<file path="src/ldc_pkg.sv">
// Shared constants and types of the LED dimming configuration block.
package ldc_pkg;

	// ****************************************************************
	// Register offsets and reset values
	// ****************************************************************
	localparam logic [7:0] LDC_DIMMING_CONFIG_OFS = 8'h40;
	localparam logic [7:0] LDC_PULSE_LIMIT_CONFIG_OFS = 8'h42;
	localparam logic [15:0] LDC_DIMMING_CONFIG_RST = 16'h00B0;
	localparam logic [15:0] LDC_PULSE_LIMIT_CONFIG_RST = 16'h0000;

	// ****************************************************************
	// Field positions
	// ****************************************************************
	localparam int LDC_DITHER_HI = 15;
	localparam int LDC_DITHER_LO = 13;
	localparam int LDC_THERMAL_BIT = 9;
	localparam int LDC_RAMP_HI = 7;
	localparam int LDC_RAMP_LO = 5;
	localparam int LDC_SMOOTH_BIT = 4;
	localparam int LDC_METHOD_HI = 1;
	localparam int LDC_METHOD_LO = 0;
	localparam int LDC_SKIP_BIT = 15;

	// ****************************************************************
	// Codes of the brightness source selection and the zero ramp code
	// ****************************************************************
	localparam logic [1:0] LDC_SRC_PWM_INPUT = 2'h0;
	localparam logic [1:0] LDC_SRC_LEVEL_WORD = 2'h2;
	localparam logic [2:0] LDC_RAMP_NONE = 3'h0;

	// ****************************************************************
	// Timing
	// ****************************************************************
	localparam int LDC_CLK_NS = 40;
	localparam int LDC_RAMP_TICK_NS = 1000000;
	localparam int LDC_RAMP_TICK_CYCLES = LDC_RAMP_TICK_NS / LDC_CLK_NS;
	localparam int LDC_MIN_PULSE_NS = 200;
	// Least time, so rounded up; one level equals one clock of width.
	localparam logic [15:0] LDC_MIN_PULSE_LEVEL =
		16'((LDC_MIN_PULSE_NS + LDC_CLK_NS - 1) / LDC_CLK_NS);

	// Full-scale level change per 1 ms tick for each ramp code.
	localparam logic [15:0] LDC_STEP_1MS = 16'hFFFF;
	localparam logic [15:0] LDC_STEP_2MS = 16'h8000;
	localparam logic [15:0] LDC_STEP_50MS = 16'h051F;
	localparam logic [15:0] LDC_STEP_100MS = 16'h0290;
	localparam logic [15:0] LDC_STEP_200MS = 16'h0148;
	localparam logic [15:0] LDC_STEP_300MS = 16'h00DB;
	localparam logic [15:0] LDC_STEP_500MS = 16'h0084;

	// ****************************************************************
	// Types
	// ****************************************************************
	typedef enum logic [1:0] {
		LDC_HOLD = 2'b01,
		LDC_RAMP = 2'b10
	} ldc_state_t;

	typedef struct packed {
		ldc_state_t st;
		logic [15:0] cfg1;
		logic [15:0] cfg2;
		logic [15:0] target;
		logic [15:0] applied;
		logic [15:0] rdata;
		logic [23:0] tick_cnt;
		logic tick;
		logic skip;
	} ldc_reg_t;

endpackage

</file>
<file path="src/ldc_top.sv">
// Dimming configuration registers and brightness ramp engine.
`timescale 1ns/100ps

// How it works
// A three-bit dither field gives no dither at 0, one to five bits at 1-5.
// The thermal watch output follows its single control bit, off at reset.
// A three-bit ramp code selects 0,1,2,50,100,200,300,500 ms, resetting to 5.
// The smoothed profile moves slower than linear and eases the tail.
// Software should use the 1 ms and 2 ms codes only with linear ramping.
// Codes for 50 ms to 500 ms work with both ramp profiles.
// One bit picks linear (0) or smoothed (1) ramping, smoothed at reset.
// A two-bit method field picks PWM, 12.5% hybrid or constant current.
// With the pulse limit set, nonzero levels below a 200 ns width flag a skip.
// Reserved bits of both words are plain storage resetting to zero.
// Target comes from the PWM input at source 0 and the level word at 2.
// Applied brightness ramps to each new target; duration 0 is immediate.
// Unused dither and method codes are stored as written.
module ldc_top #(
	parameter int TICK_CYCLES = ldc_pkg::LDC_RAMP_TICK_CYCLES
) (
	// Clock and reset.
	input wire logic clk_i,
	input wire logic rstn_i,
	// Register port.
	input wire logic wr_en_i,
	input wire logic rd_en_i,
	input wire logic [7:0] addr_i,
	input wire logic [15:0] wdata_i,
	output logic [15:0] rdata_o,
	// Brightness sources.
	input wire logic [1:0] brightness_src_i,
	input wire logic [15:0] pwm_level_i,
	input wire logic [15:0] display_level_word_i,
	// Settings and state toward the dimming engine.
	output logic [15:0] applied_level_o,
	output logic [2:0] dither_bits_o,
	output logic [1:0] dim_method_o,
	output logic smooth_ramp_on_o,
	output logic thermal_watch_on_o,
	output logic pulse_skip_o,
	output logic ramping_o
);
	import ldc_pkg::*;

	// ****************************************************************
	// Helper functions
	// ****************************************************************

	// Distance between two levels, used by the ramp and its checks.
	function automatic logic [15:0] ldc_absdiff(input logic [15:0] a,
			input logic [15:0] b);
		ldc_absdiff = (a > b) ? 16'(a - b) : 16'(b - a);
	endfunction

	// Level change per tick for a ramp code in linear mode.
	function automatic logic [15:0] ldc_step(input logic [2:0] code);
		unique case (code)
			3'h1: ldc_step = LDC_STEP_1MS;
			3'h2: ldc_step = LDC_STEP_2MS;
			3'h3: ldc_step = LDC_STEP_50MS;
			3'h4: ldc_step = LDC_STEP_100MS;
			3'h5: ldc_step = LDC_STEP_200MS;
			3'h6: ldc_step = LDC_STEP_300MS;
			3'h7: ldc_step = LDC_STEP_500MS;
			3'h0: ldc_step = 16'hFFFF;
		endcase
	endfunction

	// Step actually taken, halved and tail-eased in smoothed mode.
	function automatic logic [15:0] ldc_eff_step(input logic [2:0] code,
			input logic smooth, input logic [15:0] diff);
		logic [15:0] half;
		logic [15:0] tail;
		half = 16'h0000;
		tail = 16'h0000;
		if (!smooth) begin
			ldc_eff_step = ldc_step(code);
		end else begin
			half = (ldc_step(code) >> 1) | 16'h0001;
			tail = 16'((diff >> 3) + 16'h0001);
			ldc_eff_step = (tail < half) ? tail : half;
		end
	endfunction

	ldc_reg_t q;
	ldc_reg_t next_q;
	logic [15:0] diff;
	logic [15:0] step;

	assign diff = ldc_absdiff(q.applied, q.target);
	assign step = ldc_eff_step(q.cfg1[LDC_RAMP_HI:LDC_RAMP_LO],
		q.cfg1[LDC_SMOOTH_BIT], diff);

	// ****************************************************************
	// Next-state logic
	// ****************************************************************

	// Registers, target selection, ramp and pulse-skip flag.
	always_comb begin
		next_q = q;
		next_q.rdata = 16'h0000;
		// Whole words are stored, so reserved and unused codes keep.
		if (wr_en_i && addr_i == LDC_DIMMING_CONFIG_OFS) begin
			next_q.cfg1 = wdata_i;
		end
		if (wr_en_i && addr_i == LDC_PULSE_LIMIT_CONFIG_OFS) begin
			next_q.cfg2 = wdata_i;
		end
		if (rd_en_i) begin
			unique case (addr_i)
				LDC_DIMMING_CONFIG_OFS: next_q.rdata = q.cfg1;
				LDC_PULSE_LIMIT_CONFIG_OFS: next_q.rdata = q.cfg2;
				default: next_q.rdata = 16'h0000;
			endcase
		end
		// Reserved source codes hold the last target.
		if (brightness_src_i == LDC_SRC_PWM_INPUT) begin
			next_q.target = pwm_level_i;
		end else if (brightness_src_i == LDC_SRC_LEVEL_WORD) begin
			next_q.target = display_level_word_i;
		end
		// Free-running 1 ms tick paces the ramp.
		if (q.tick_cnt == 24'(TICK_CYCLES - 1)) begin
			next_q.tick_cnt = 24'h000000;
			next_q.tick = 1'b1;
		end else begin
			next_q.tick_cnt = 24'(q.tick_cnt + 24'h000001);
			next_q.tick = 1'b0;
		end
		// Ramp toward the target; code 0 jumps at once.
		if (q.cfg1[LDC_RAMP_HI:LDC_RAMP_LO] == LDC_RAMP_NONE) begin
			next_q.applied = q.target;
			next_q.st = LDC_HOLD;
		end else begin
			unique case (q.st)
				LDC_HOLD: begin
					if (diff != 16'h0000) begin
						next_q.st = LDC_RAMP;
					end
				end
				LDC_RAMP: begin
					if (q.tick) begin
						// Smoothed mode uses a smaller step.
						if (diff <= step) begin
							next_q.applied = q.target;
							next_q.st = LDC_HOLD;
						end else if (q.applied < q.target) begin
							next_q.applied = 16'(q.applied + step);
						end else begin
							next_q.applied = 16'(q.applied - step);
						end
					end
				end
			endcase
		end
		next_q.skip = q.cfg2[LDC_SKIP_BIT] && q.applied != 16'h0000 &&
			q.applied < LDC_MIN_PULSE_LEVEL;
	end

	// ****************************************************************
	// State register
	// ****************************************************************

	// Reset takes only constants, as required for async reset.
	always_ff @(posedge clk_i or negedge rstn_i) begin
		if (!rstn_i) begin
			q <= '{st: LDC_HOLD, cfg1: LDC_DIMMING_CONFIG_RST,
				cfg2: LDC_PULSE_LIMIT_CONFIG_RST, target: 16'h0000,
				applied: 16'h0000, rdata: 16'h0000, tick_cnt: 24'h000000,
				tick: 1'b0, skip: 1'b0};
		end else begin
			q <= next_q;
		end
	end

	// Outputs straight from the state flops.
	assign rdata_o = q.rdata;
	assign applied_level_o = q.applied;
	assign dither_bits_o = q.cfg1[LDC_DITHER_HI:LDC_DITHER_LO];
	assign dim_method_o = q.cfg1[LDC_METHOD_HI:LDC_METHOD_LO];
	assign smooth_ramp_on_o = q.cfg1[LDC_SMOOTH_BIT];
	assign thermal_watch_on_o = q.cfg1[LDC_THERMAL_BIT];
	assign pulse_skip_o = q.skip;
	assign ramping_o = q.st[1];

	// ****************************************************************
	// Assertions
	// ****************************************************************

	a_dither_store: assert property (@(posedge clk_i) disable iff (!rstn_i)
		wr_en_i && addr_i == LDC_DIMMING_CONFIG_OFS |=>
		dither_bits_o == $past(wdata_i[15:13]))
		else $error("dither field not stored");

	a_thermal_follow: assert property (@(posedge clk_i) disable iff (!rstn_i)
		wr_en_i && addr_i == LDC_DIMMING_CONFIG_OFS |=>
		thermal_watch_on_o == $past(wdata_i[9]))
		else $error("thermal watch does not follow its bit");

	a_method_store: assert property (@(posedge clk_i) disable iff (!rstn_i)
		wr_en_i && addr_i == LDC_DIMMING_CONFIG_OFS |=>
		dim_method_o == $past(wdata_i[1:0]) &&
		smooth_ramp_on_o == $past(wdata_i[4]))
		else $error("method or profile not stored");

	a_zero_ramp_jump: assert property (@(posedge clk_i) disable iff (!rstn_i)
		q.cfg1[7:5] == 3'h0 |=> applied_level_o == $past(q.target))
		else $error("zero duration did not apply target at once");

	a_hold_between: assert property (@(posedge clk_i) disable iff (!rstn_i)
		q.cfg1[7:5] != 3'h0 && !q.tick |=> $stable(applied_level_o))
		else $error("level moved between ramp ticks");

	a_linear_step: assert property (@(posedge clk_i) disable iff (!rstn_i)
		q.cfg1[7:5] != 3'h0 && !q.cfg1[4] |=>
		ldc_absdiff(applied_level_o, $past(q.applied)) <=
		ldc_step($past(q.cfg1[7:5])))
		else $error("linear ramp step too large");

	a_smooth_slower: assert property (@(posedge clk_i) disable iff (!rstn_i)
		q.cfg1[7:5] != 3'h0 && q.cfg1[4] |=>
		ldc_absdiff(applied_level_o, $past(q.applied)) <=
		((ldc_step($past(q.cfg1[7:5])) >> 1) | 16'h0001))
		else $error("smoothed ramp not slower than linear");

	a_ramp_reaches: assert property (@(posedge clk_i) disable iff (!rstn_i)
		q.st == LDC_RAMP && q.tick && diff <= step && q.cfg1[7:5] != 3'h0
		##1 !wr_en_i |-> applied_level_o == $past(q.target))
		else $error("ramp did not land on target");

	a_skip_flag: assert property (@(posedge clk_i) disable iff (!rstn_i)
		##1 pulse_skip_o == ($past(q.cfg2[15]) && $past(q.applied) != 16'h0000
		&& $past(q.applied) < 16'h0005))
		else $error("short pulse flag wrong");

	a_reserved_read: assert property (@(posedge clk_i) disable iff (!rstn_i)
		wr_en_i && addr_i == LDC_PULSE_LIMIT_CONFIG_OFS ##1
		rd_en_i && addr_i == LDC_PULSE_LIMIT_CONFIG_OFS && !wr_en_i |=>
		rdata_o == $past(wdata_i, 2))
		else $error("pulse limit word not read back");

	a_source_word: assert property (@(posedge clk_i) disable iff (!rstn_i)
		brightness_src_i == 2'h2 |=> q.target == $past(display_level_word_i))
		else $error("target not taken from level word");

endmodule // ldc_top

</file>
<file path="config.mk">
export PLATFORM = sky130hd
export DESIGN_NAME = ldc_top
export DESIGN_NICKNAME = d
export VERILOG_FILES = /design/src/ldc_pkg.sv /design/src/ldc_top.sv
export SDC_FILE = /design/constraint.sdc
export NUM_CORES = 1
export LEC_CHECK = 0
export BUFFER_PORTS_ARGS = -buffer_cell sky130_fd_sc_hd__buf_2
export CORE_MARGIN = 2
export CORE_UTILIZATION = 25
export CTS_BUF_LIST = sky130_fd_sc_hd__clkbuf_4
export CTS_CLUSTER_DIAMETER = 120
export CTS_CLUSTER_SIZE = 20
export DETAILED_ROUTE_END_ITERATION = 12
export GPL_TIMING_DRIVEN = 1
export PLACE_DENSITY = 0.45
export SYNTH_ARGS = -nofsm -noshare
export SYNTH_HDL_FRONTEND = slang
export SYNTH_SLANG_ARGS = --single-unit
</file>
<file path="constraint.sdc">
create_clock -name clk_i -period 14.38 [get_ports clk_i]
set_clock_uncertainty 0.05 [all_clocks]
set_input_delay 3.595 -clock clk_i [delete_from_list [all_inputs] [get_ports clk_i]]
set_output_delay 3.595 -clock clk_i [all_outputs]
set_load 0.005 [all_outputs]
</file>
# == Word level (Yosys, flattened, before mapping) ==
# Memory sizes are Yosys's and may differ from the RTL's.
# Index checks and enable logic that the tools add are counted.
# word_totals
ff_bits,108
romBits,256
inputBits,62
output_inout_bits,41
word_cells,63
mem_count,2
# op_classes
n_addsub,6
magnitude_cmp,5
eq_ne,9
n_mux,19
reduce_logical,13
# mem_list
memory,words,width,read_ports,rd_clocked_by_memory_dff,write_ports,line,rtl
(no name shown),8,16,1,0,0,ldc_top.sv:57,unique case (code)
(no name shown),8,16,1,0,0,ldc_top.sv:57,
# op_table
op,count
$mux W16,11
$sub A16 B16 Y16,3
$pmux W16 S2,1
$reduce_bool A16 Y1,2
$mux W25,1
$add A24 B1 Y24 const B,1
$eq A24 B15 Y1 const B,1
$add A16 B16 Y16,1
$eq A8 B7 Y1 const B,2
$gt A16 B16 Y1,1
$le A16 B16 Y1,1
$lt A16 B16 Y1,1
$lt A16 B3 Y1 const B,1
$lt A14 B15 Y1,1
$mux W15,1
$add A13 B1 Y14 const B,1
$ne A3 B3 Y1 const B,3
$mux W2,4
$reduce_bool A2 Y1,3
$eq A2 B2 Y1 const B,2
$logic_and A1 B1 Y1,4
$pmux W2 S2,1
$logic_not A3 Y1,1
$reduce_and A3 Y1,1
other kinds (3),3

# == Longest topological paths before layout ==
# Gate-level depths: netlist (run 1).
# logic_depth
word_depth,12
mapped_depth,49

# == Least setup slack after synthesis (run 1) ==
# OpenSTA, ideal clock, no wires.
# synth_path
path_kind,reg2reg
from,"reg q, in the netlist applied_level_o[11]"
to,"reg q, in the netlist applied_level_o[15]"
setup_ns,0.130
arrival_ns,8.327
t_required_ns,14.200
setup_slack_ns,5.872
stages_incl_launch_ff,48
synth_period_minus_slack_ns,8.508
cell_sequence,dfrtp_1 inv_1 ha_1 a21oi_1 o21ai_1 a221oi_4 a21o_1 buf_6 mux2i_2 xnor2_2 inv_1 ha_1 inv_1 nor4_1 nand2_1 xnor2_1 ha_1 nand3_1 (+12 left out) a21o_1 ha_1 nor2b_1 o21ai_0 a21boi_0 o21ai_0 a21boi_0 o21ai_0 a21boi_0 o21ai_0 nand2b_1 a31o_2 a211o_1 a21oi_1 xnor2_1 xnor2_1 mux2i_1 o21ai_1
# synth_via
elab_chain_len,12
# synth_lines
element,line,rtl
from (decl),ldc_top.sv:85,ldc_reg_t q;
from (signal assigned),ldc_top.sv:167,"q <= '{st: LDC_HOLD, cfg1: LDC_DIMMING_CONFIG_RST,"
from (signal assigned),ldc_top.sv:172,q <= next_q;
$sub A16 B16 Y16 / $gt A16 B16 Y1 (equally long branches),ldc_top.sv:52,ldc_absdiff = (a > b) ? 16'(a - b) : 16'(b - a);
$mux W16,ldc_top.sv:52,
$add A13 B1 Y14,ldc_top.sv:80,tail = 16'((diff >> 3) + 16'h0001);
$lt A14 B15 Y1,ldc_top.sv:81,ldc_eff_step = (tail < half) ? tail : half;
$mux W15,ldc_top.sv:81,
$mux W16,ldc_top.sv:76,if (!smooth) begin
$sub A16 B16 Y16 / $add A16 B16 Y16 (equally long branches),"ldc_top.sv:150, ldc_top.sv:148",
$mux W16,ldc_top.sv:147,end else if (q.applied < q.target) begin
$mux W16 *,ldc_top.sv:144,if (diff <= step) begin
$mux W16 *,ldc_top.sv:142,if (q.tick) begin
$mux W16 *,ldc_top.sv:135,unique case (q.st)
$mux W16 *,ldc_top.sv:131,if (q.cfg1[LDC_RAMP_HI:LDC_RAMP_LO] == LDC_RAMP_NONE) begin
# Mark *: on every way between the ends. The rest lies on a longest branch, timed or not. The select of a mux whose other input is x is not followed.
# A chain may end at the register's enable or synchronous reset.

# == Worst setup path after layout (run 1) ==
# layout_path
from,"reg q, in the netlist applied_level_o[9]"
to,"reg q, in the netlist applied_level_o[15]"
# The elaborated chain is that of the path after synthesis.

==> out/qor.csv, run 1 <==
stage,metric,value,unit
power_and_ir_drop,cellPowerDensity,119.0,nW/um2
clock_network,clockBufferDepth,2,
routing,postRouteAntennaNets,0,
global_routing,grt_pass1_wl,40.55,mm
cells_and_area,mostFrequentLayoutCell,dfrtp_1,
sta,worstMarginPinSlew,0.9614,ns
setup_path,critical-path-slowest-cell,a21o_1,
clock_network,clock_sinks,108,
clock_network,hold_buffers,0,
setup_path,startpoint_type,flop,
sta,slew_viol_final,0,
sta,fmax,0.09423,GHz
sta,slew_headroom,35.71,%
synth,ys_types,85,
synth,synthesis.instances,996,
floorplanning,rows,69,
sta,grt_setup_unrepaired,false,
clock_network,path_clk_slew,0.20,ns
place,port_buffers,102,
synth,yosys_register_bits,108,
setup_path,arrival,11.09,ns
clock_network,cts_resized,0,
place,place_area,9658,um2
cells_and_area,drive_gt1_share,19.31,%
cells_and_area,nets,1190,
routing,routed_wl,25.45,mm
routing,num_vias,7212,
clock_network,cts_buffers,9,
hold_path,hp-start,q[2],
routing,first_iter_violations,401,
setup_path,max_stage_delay,0.64,ns
hold_path,min_path_type,reg -> reg,
floorplanning,dieWidth,193.4,um
clock_network,cts_root_buf,clkbuf_4,
cells_and_area,ff_latch_area,2708,um2
clock_network,cts_tree,done,
setup_path,crit_path_start,applied_level_o[9],
setup_path,cp_max_fo,17,
place,dp_cells,1496,
global_routing,antenna_found_initial,4,
cells_and_area,final_cell_mix,"dfrtp_1 (104), buf_2 (101), nand2_1 (90)",
cells_and_area,multi_input_area,5575,um2
synth,synth-seq-area-share,30.19,%
floorplanning,die_h,193.4,um
routing,drc,0,
clock_network,clk_latency,0.59,ns
routing,avgViaCountPerCell,4.760,
flow_run,drv_cap,0,
synth,yosys_warnings,0,
synth,ys.flop_type,dfrtp_1,
routing,wl_per_cell,16.80,um
sta,fin_crit_sh,73.80,%
synth,syn_avg_cell_area,9.005,um2
cells_and_area,fillers,3830,
sta,fin_tns_setup,0,ns
cells_and_area,fin_cells,1515,
global_routing,grt_max_degree,60,
global_routing,grt.overflow.total,0,
run_status,status,"complete, no violations",
setup_path,cp.required,14.85,ns
synth,synth_nets,1140,
place,place_congestion,0.8517,
sta,finalSetupViolCount,0,
routing,firstDrtPassIters,7,
cells_and_area,syn_to_final_growth,9.152,%
clock_network,htree_levels,3,
synth,async_reset_ff_share,100.0,%
floorplanning,io_pins,103,
sta,whs,0.4283,ns
setup_path,path_common_cell,o21ai_0,
place,place_hpwl,20.13,mm
global_routing,grt_pass1_vias,7158,
cells_and_area,final_area,9789,um2
power_and_ir_drop,p_leak,4.763,nW
power_and_ir_drop,ir_drop,39.63,uV
setup_path,r2r-start,applied_level_o[9],
floorplanning,coreArea,35480,um2
setup_path,crit_type,reg -> reg,
setup_path,critPathCaptureType,flop,
sta,min_period,10.61,ns
floorplanning,die-area,37410,um2
clock_network,postCtsSetupBuffers,0,
global_routing,grt_usage,13.72,%
synth,syn_area,8969,um2
synth,synth_edf_count,0,
sta,final_hold_viol_count,0,
floorplanning,start_util,25.28,%
registers in the layout, summed over array words and instances, names as in the netlist:
register and flops:
rdata_o 16, dim_method_o 2, pulse_skip_o 1, q 67, thermal_watch_on_o 1, dither_bits_o 3
applied_level_o 16, smooth_ramp_on_o 1, ramping_o 1
kinds of logic (layout without fill, tap and decap cells):
kind of cell,count (synthesis),in the layout,synth area share [%]
flops,108,108,30.19
other cells,0,3,0
compound gates,217,217,15.67
xor+xnor,76,76,7.882
fa+ha+maj,82,82,11.69
mux,94,94,11.15
buf+inv,135,190,7.687
simple gates,284,284,15.74
critical path: cells and delay by family (launching register included):
| family | cells | cell delay [ns] |
|---|---|---|
| AND/OR/NAND/NOR | 10 | 2.17 |
| multiplexers | 2 | 0.42 |
| flip-flops | 1 | 0.49 |
| adder cells (fa/ha/maj) | 5 | 1.41 |
| XOR/XNOR | 5 | 0.99 |
| AO/OA/AOI/OAI | 20 | 4.77 |
| buffers and inverters | 3 | 0.25 |
synth_stat cells, drive strengths merged, types with 8 or more instances:
| cell type | number | area, um2 |
|---|---|---|
| a21o | 17 | 127.6 |
| a21oi | 57 | 292.8 |
| a31oi | 8 | 50.05 |
| and3 | 8 | 50.05 |
| buf | 46 | 355.3 |
| clkbuf | 21 | 78.83 |
| dfrtp | 104 | 2603 |
| ha | 79 | 988.5 |
| inv | 67 | 251.5 |
| mux2 | 38 | 431.7 |
| mux2i | 56 | 568.1 |
| nand2 | 91 | 349.1 |
| nand3 | 27 | 135.1 |
| nand4 | 16 | 115.1 |
| nor2 | 75 | 289.0 |
| nor3 | 9 | 50.05 |
| nor4 | 15 | 115.1 |
| o21ai | 74 | 389.1 |
| xnor2 | 56 | 531.8 |
| xor2 | 20 | 175.2 |
metal layers:
layer | global-route usage (%) | routed length (um) | up-vias
met1 | 18.51 | 12240 | 3496
met2 | 22.26 | 11890 | 99
met3 | 2.301 | 735 | 29
met4 | 4.495 | 567 | 2
li1 | - | - | 3586
met5 | 0 | 13 | -
power breakdown:
part	internal, mW	switching, mW	total, mW
combinational	0.253	0.404	0.657
clock	0.0382	0.123	0.161
sequential	0.321	0.0258	0.347
total	0.612	0.552	1.16
area by class of cell:
| class | instances | share of cell area (%) |
|---|---|---|
| repair buffers | 106 | 5.547 |
| well taps | 461 | 5.892 |
| inverters | 68 | 2.607 |
| multi-input cells | 753 | 56.95 |
| flip-flops and latches | 108 | 27.66 |
| diodes | 3 | 0.07669 |
| clock inverters | 7 | 0.5752 |
| clock buffers | 9 | 0.6902 |
final timing paths:
kind / to / slack (ns) / cells past startpoint
min in group asynchronous: q[83] / 2.96 / 1
min: q[2] / 0.43 / 1
max: applied_level_o[15] / 3.77 / 45
min reg2reg: q[2] / 0.43 / 1
max reg2reg: applied_level_o[15] / 3.77 / 45
max in group asynchronous: q[18] / 10.10 / 2
through the flow:
step	util [%]	power (mW)	setup slack, ns
2_1_floorplan	-	0.8397	5.872
3_3_place_gp	27.22	1.013	4.152
3_5_place_dp	27.22	1.007	3.911
4_1_cts	27.57	1.178	3.861
5_1_grt	27.58	1.271	2.782
6_report	27.59	1.164	3.768
Note: power is estimated with default switching activity, not from simulation.
==> inputs of run 2 (changes only) <==
- clock period: 14.38 -> 10.38 ns (I/O delays scaled with it)
==> run 2 against run 1 <==
Against the previous run: count of clock-buffer cells in the layout unchanged; non-clock buffer count up 27; sequential power up 37%; cell count up 1.7%; via count up 1.6%; first-iteration DRC count up 50%; routed wire length up 1.9%; combinational power up 49%; worst hold slack worse by 0.0012 ns; global-route usage up 0.25 points.
==> out/qor.csv, run 2 (same netlist as run 1, synthesis figures left out) <==
stage,metric,value,unit
place,place_hpwl,20.55,mm
sta,finalSetupViolCount,0,
routing,drc,0,
sta,whs,0.4271,ns
setup_path,max_stage_delay,0.57,ns
routing,first_iter_violations,601,
hold_path,min_path_type,reg -> reg,
cells_and_area,ff_latch_area,2711,um2
sta,fin_crit_sh,92.12,%
cells_and_area,syn_to_final_growth,12.21,%
floorplanning,io_pins,103,
cells_and_area,final_cell_mix,"dfrtp_1 (101), buf_2 (101), nand2_1 (89)",
clock_network,clk_latency,0.54,ns
cells_and_area,regMostFlops,q,
sta,slew_viol_final,0,
setup_path,path_common_cell,ha_1,
routing,postRouteAntennaNets,0,
global_routing,grt_pass1_wl,41.66,mm
cells_and_area,fin_cells,1541,
routing,num_vias,7330,
power_and_ir_drop,ir_drop,59.53,uV
setup_path,critical-path-slowest-cell,or4_1,
global_routing,grt_pass1_vias,7359,
cells_and_area,fillers,3804,
clock_network,clock_sinks,108,
power_and_ir_drop,cellPowerDensity,167.3,nW/um2
sta,fmax,0.1046,GHz
global_routing,grt.overflow.total,0,
routing,avgViaCountPerCell,4.757,
cells_and_area,multi_input_area,5634,um2
setup_path,cp_max_fo,7,
floorplanning,start_util,25.28,%
setup_path,ff2ff_setup_slack,0.82,ns
power_and_ir_drop,p_leak,4.917,nW
setup_path,cp.required,10.79,ns
run_status,status,"complete, no violations",
cells_and_area,largest_reg_flops,67,
global_routing,grt_usage,13.96,%
floorplanning,coreArea,35480,um2
clock_network,htree_levels,3,
routing,firstDrtPassIters,5,
sta,setup_ws,0.8182,ns
setup_path,crit_type,reg -> reg,
floorplanning,die_h,193.4,um
clock_network,cts_root_buf,clkbuf_4,
place,port_buffers,102,
clock_network,path_clk_slew,0.19,ns
floorplanning,rows,69,
clock_network,cts_tree,done,
setup_path,arrival,9.98,ns
sta,min_period,9.562,ns
sta,slew_headroom,37.01,%
global_routing,grt_max_degree,60,
sta,worstMarginPinSlew,0.9423,ns
place,place_area,9823,um2
flow_run,drv_cap,0,
cells_and_area,nets,1217,
cells_and_area,drive_gt1_share,22.17,%
place,place_congestion,0.8837,
place,place_ws,0.2641,ns
clock_network,clockBufferDepth,2,
routing,routed_wl,25.92,mm
floorplanning,die-area,37410,um2
clock_network,hold_buffers,0,
floorplanning,dieWidth,193.4,um
global_routing,antenna_found_initial,3,
power_and_ir_drop,power.total,1.684,mW
setup_path,startpoint_type,flop,
clock_network,cts_buffers,9,
cells_and_area,final_area,10060,um2
routing,wl_per_cell,16.82,um
place,dp_cells,1518,
sta,final_hold_viol_count,0,
setup_path,critPathCaptureType,flop,
[run 2: changes by cell type in the layout (fill, tap and decap cells not counted), sizes merged]
cell | previous run | this run
diode | 3 | 2
buf | 106 | 133
clkinv | 4 | 3
inv | 71 | 72
[run 2: path summary, 6_finish.rpt]
| path | start | to | depth (start not counted) |
|---|---|---|---|
| min | q[2] | q[2] | 1 |
| max | applied_level_o[9] | applied_level_o[15] | 45 |
| max reg2reg | applied_level_o[9] | applied_level_o[15] | 45 |
| min reg2reg | q[2] | q[2] | 1 |
| max in group asynchronous | rstn_i | q[9] | 2 |
| min in group asynchronous | rstn_i | q[1] | 1 |
[run 2: repair_timing]
item | CTS | global route
setup endpoints to repair | 0 | 6
resized for setup | 0 | 17
setup buffers | 0 | 5
[run 2: where the power goes]
part	total (mW)	internal, mW	switching (mW)
combinational	0.982	0.391	0.592
sequential	0.474	0.445	0.0289
clock	0.227	0.0558	0.172
[run 2: per-stage QoR]
stage | utilization (%) | setup TNS (ns)
2_1_floorplan | - | 0
3_3_place_gp | 27.68 | 0
3_5_place_dp | 27.68 | 0
4_1_cts | 28.05 | 0
5_1_grt | 28.35 | -0.03103
6_report | 28.36 | 0
[run 2: critical path, delay by kind of cell, from the launching register on]
kind,cells,cell delay (ns)
compound gates,21,4.43
mux,2,0.36
fa+ha+maj,5,1.29
flops,1,0.45
buf+inv,3,0.25
simple gates,10,1.90
xor+xnor,4,0.76
[run 2: layer usage]
metal / share of wire [%] / track usage [%] / up-vias / wire (um)
li1: - / - / 3633 / -
met1: 48 / 19.24 / 3545 / 12490
met2: 47 / 23.00 / 126 / 12200
met3: 3.0 / 1.709 / 24 / 787
met4: 1.6 / 3.873 / 2 / 425
met5: 0.050 / 0 / - / 13
[run 2: cell type report]
cell class / count / share of cell area (%)
well taps: 461 / 5.732
clock buffers: 9 / 0.6714
multi-input cells: 753 / 55.99
clock inverters: 7 / 0.6341
flip-flops and latches: 108 / 26.94
inverters: 68 / 2.536
diodes: 2 / 0.04973
repair buffers: 133 / 7.447
==> inputs of run 3 (changes only) <==
- CORE_ASPECT_RATIO: unset -> 1.4
==> run 3 against run 2 <==
Against the previous run: design area up 0.20%; total power increased by 0.50%; count of clock-buffer cells in the layout is 1 higher; critical endpoint unchanged; via count about the same; utilization about the same; combinational power decreased by 2%; first-iteration DRC count fell by 42%; worst hold slack about the same; cell count up 0.32%; register-to-register slack lost 0.09 ns; clock power increased by 11%; die area barely moved; largest cell class unchanged.
==> out/qor.csv, run 3 (same netlist as run 1, synthesis figures left out) <==
stage,metric,value,unit
routing,postRouteAntennaNets,0,
cells_and_area,final_cell_mix,"dfrtp_1 (101), buf_2 (101), nand2_1 (89)",
global_routing,antenna_found_initial,2,
global_routing,grt.overflow.total,0,
cells_and_area,fillers,3814,
floorplanning,io_pins,103,
global_routing,grt_pass1_wl,41.09,mm
clock_network,hold_buffers,0,
floorplanning,dieWidth,164.1,um
routing,avgViaCountPerCell,4.745,
routing,firstDrtPassIters,5,
hold_path,min_path_type,reg -> reg,
floorplanning,die_h,228.1,um
floorplanning,start_util,25.19,%
sta,finalSetupViolCount,0,
global_routing,grt_usage,14.18,%
sta,fmax,0.1036,GHz
setup_path,endpoint,applied_level_o[15],
setup_path,max_stage_delay,0.49,ns
routing,wl_per_cell,16.81,um
routing,routed_wl,26.00,mm
setup_path,startpoint_type,flop,
clock_network,htree_levels,3,
cells_and_area,final_area,10080,um2
setup_path,r2r-start,applied_level_o[14],
setup_path,r2r.worst_path.cells,43,
setup_path,crit_type,reg -> reg,
cells_and_area,drive_gt1_share,22.27,%
setup_path,ff2ff_setup_slack,0.73,ns
setup_path,crit_path_start,applied_level_o[14],
floorplanning,rows,82,
sta,worstMarginPinSlew,0.9691,ns
power_and_ir_drop,p_leak,4.929,nW
cells_and_area,regMostFlops,q,
setup_path,critPathCaptureType,flop,
clock_network,clk_latency,0.58,ns
sta,final_hold_viol_count,0,
place,port_buffers,102,
place,place_congestion,0.8760,
clock_network,path_clk_slew,0.19,ns
flow_run,drv_cap,0,
power_and_ir_drop,ir_drop,57.45,uV
sta,min_period,9.654,ns
place,place_area,9877,um2
setup_path,arrival,10.13,ns
routing,first_iter_violations,351,
clock_network,clock_sinks,108,
routing,drc,0,
clock_network,cts_tree,done,
sta,slew_headroom,35.20,%
sta,slew_viol_final,0,
global_routing,grt_max_degree,67,
clock_network,cts_root_buf,clkbuf_4,
cells_and_area,largest_reg_flops,67,
routing,num_vias,7336,
power_and_ir_drop,cellPowerDensity,167.8,nW/um2
setup_path,path_common_cell,ha_1,
floorplanning,die-area,37430,um2
run_status,status,"complete, no violations",
setup_path,cp.required,10.86,ns
sta,fin_crit_sh,93.00,%
clock_network,clockBufferDepth,2,
place,place_hpwl,20.78,mm
setup_path,critical-path-slowest-cell,dfrtp_1,
cells_and_area,final_core_util,28.32,%
global_routing,grt_pass1_vias,7287,
clock_network,cts_buffers,9,
cells_and_area,nets,1221,
setup_path,cp_max_fo,16,
floorplanning,coreArea,35600,um2
setup_path,rr_endpoint,applied_level_o[15],
cells_and_area,syn_to_final_growth,12.43,%
[run 3: worst min path at each step]
stage,startpoint,endpoint,slack (ns),cells after the start
finish,q[2],q[2],0.43,1
global route,q[2],q[2],0.45,1
CTS,q[2],q[2],0.44,1
detailed placement,q[2],q[2],0.42,1
global placement,q[2],q[2],0.41,1
floorplan,q[2],q[2],0.38,1
[run 3: cell type report]
class	count	area (um2)	share of cell area (%)
Tap cell	462	578.1	5.733
Multi-Input combinational cell	753	5597	55.50
Antenna cell	2	5.005	0.04963
Timing Repair Buffer	137	779.5	7.731
Clock buffer	10	75.07	0.7445
Sequential cell	108	2711	26.89
Inverter	68	255.2	2.531
Clock inverter	6	82.58	0.8190
[run 3: layer usage]
metal,global-route usage (%),vias to the layer above,share of wire (%)
met1,17.01,3562,42
met4,4.934,0,2.2
met2,25.86,106,54
li1,-,3642,-
met5,0,-,0
met3,1.455,26,2.1
[run 3: through the flow]
step | hold slack (ns) | TNS, ns | power [mW] | cells | worst slack, ns
2_1_floorplan | 0.3829 | 0 | 1.163 | 996 | 1.872
3_3_place_gp | 0.4093 | 0 | 1.440 | 1526 | 0.3696
3_5_place_dp | 0.4153 | 0 | 1.436 | 1526 | 0.2629
4_1_cts | 0.4386 | 0 | 1.706 | 1542 | 0.1841
5_1_grt | 0.4512 | -0.01264 | 1.837 | 1546 | -0.01264
6_report | 0.4267 | 0 | 1.692 | 1546 | 0.7265
[run 3: where the power goes]
part / total [mW] / switching (mW) / internal [mW]
combinational: 0.966 / 0.579 / 0.387
clock: 0.252 / 0.172 / 0.0807
sequential: 0.474 / 0.0285 / 0.445
[run 3: timing repair]
action / 4_1_cts / 5_1_grt
resized for setup: 0 / 11
buffers inserted: 0 / 2
setup endpoints to repair: 0 / 4
[run 3: worst max-delay path, delay by kind of cell, from the launching register on]
kind | cells | cell delay [ns]
xor gates and xnor gates | 4 | 0.76
DFF | 1 | 0.49
buffers and inverters | 2 | 0.29
adders and majority gates | 4 | 1.16
and+or+nand+nor | 11 | 2.46
muxes | 2 | 0.32
AOI/OAI and AO/OA | 20 | 4.05
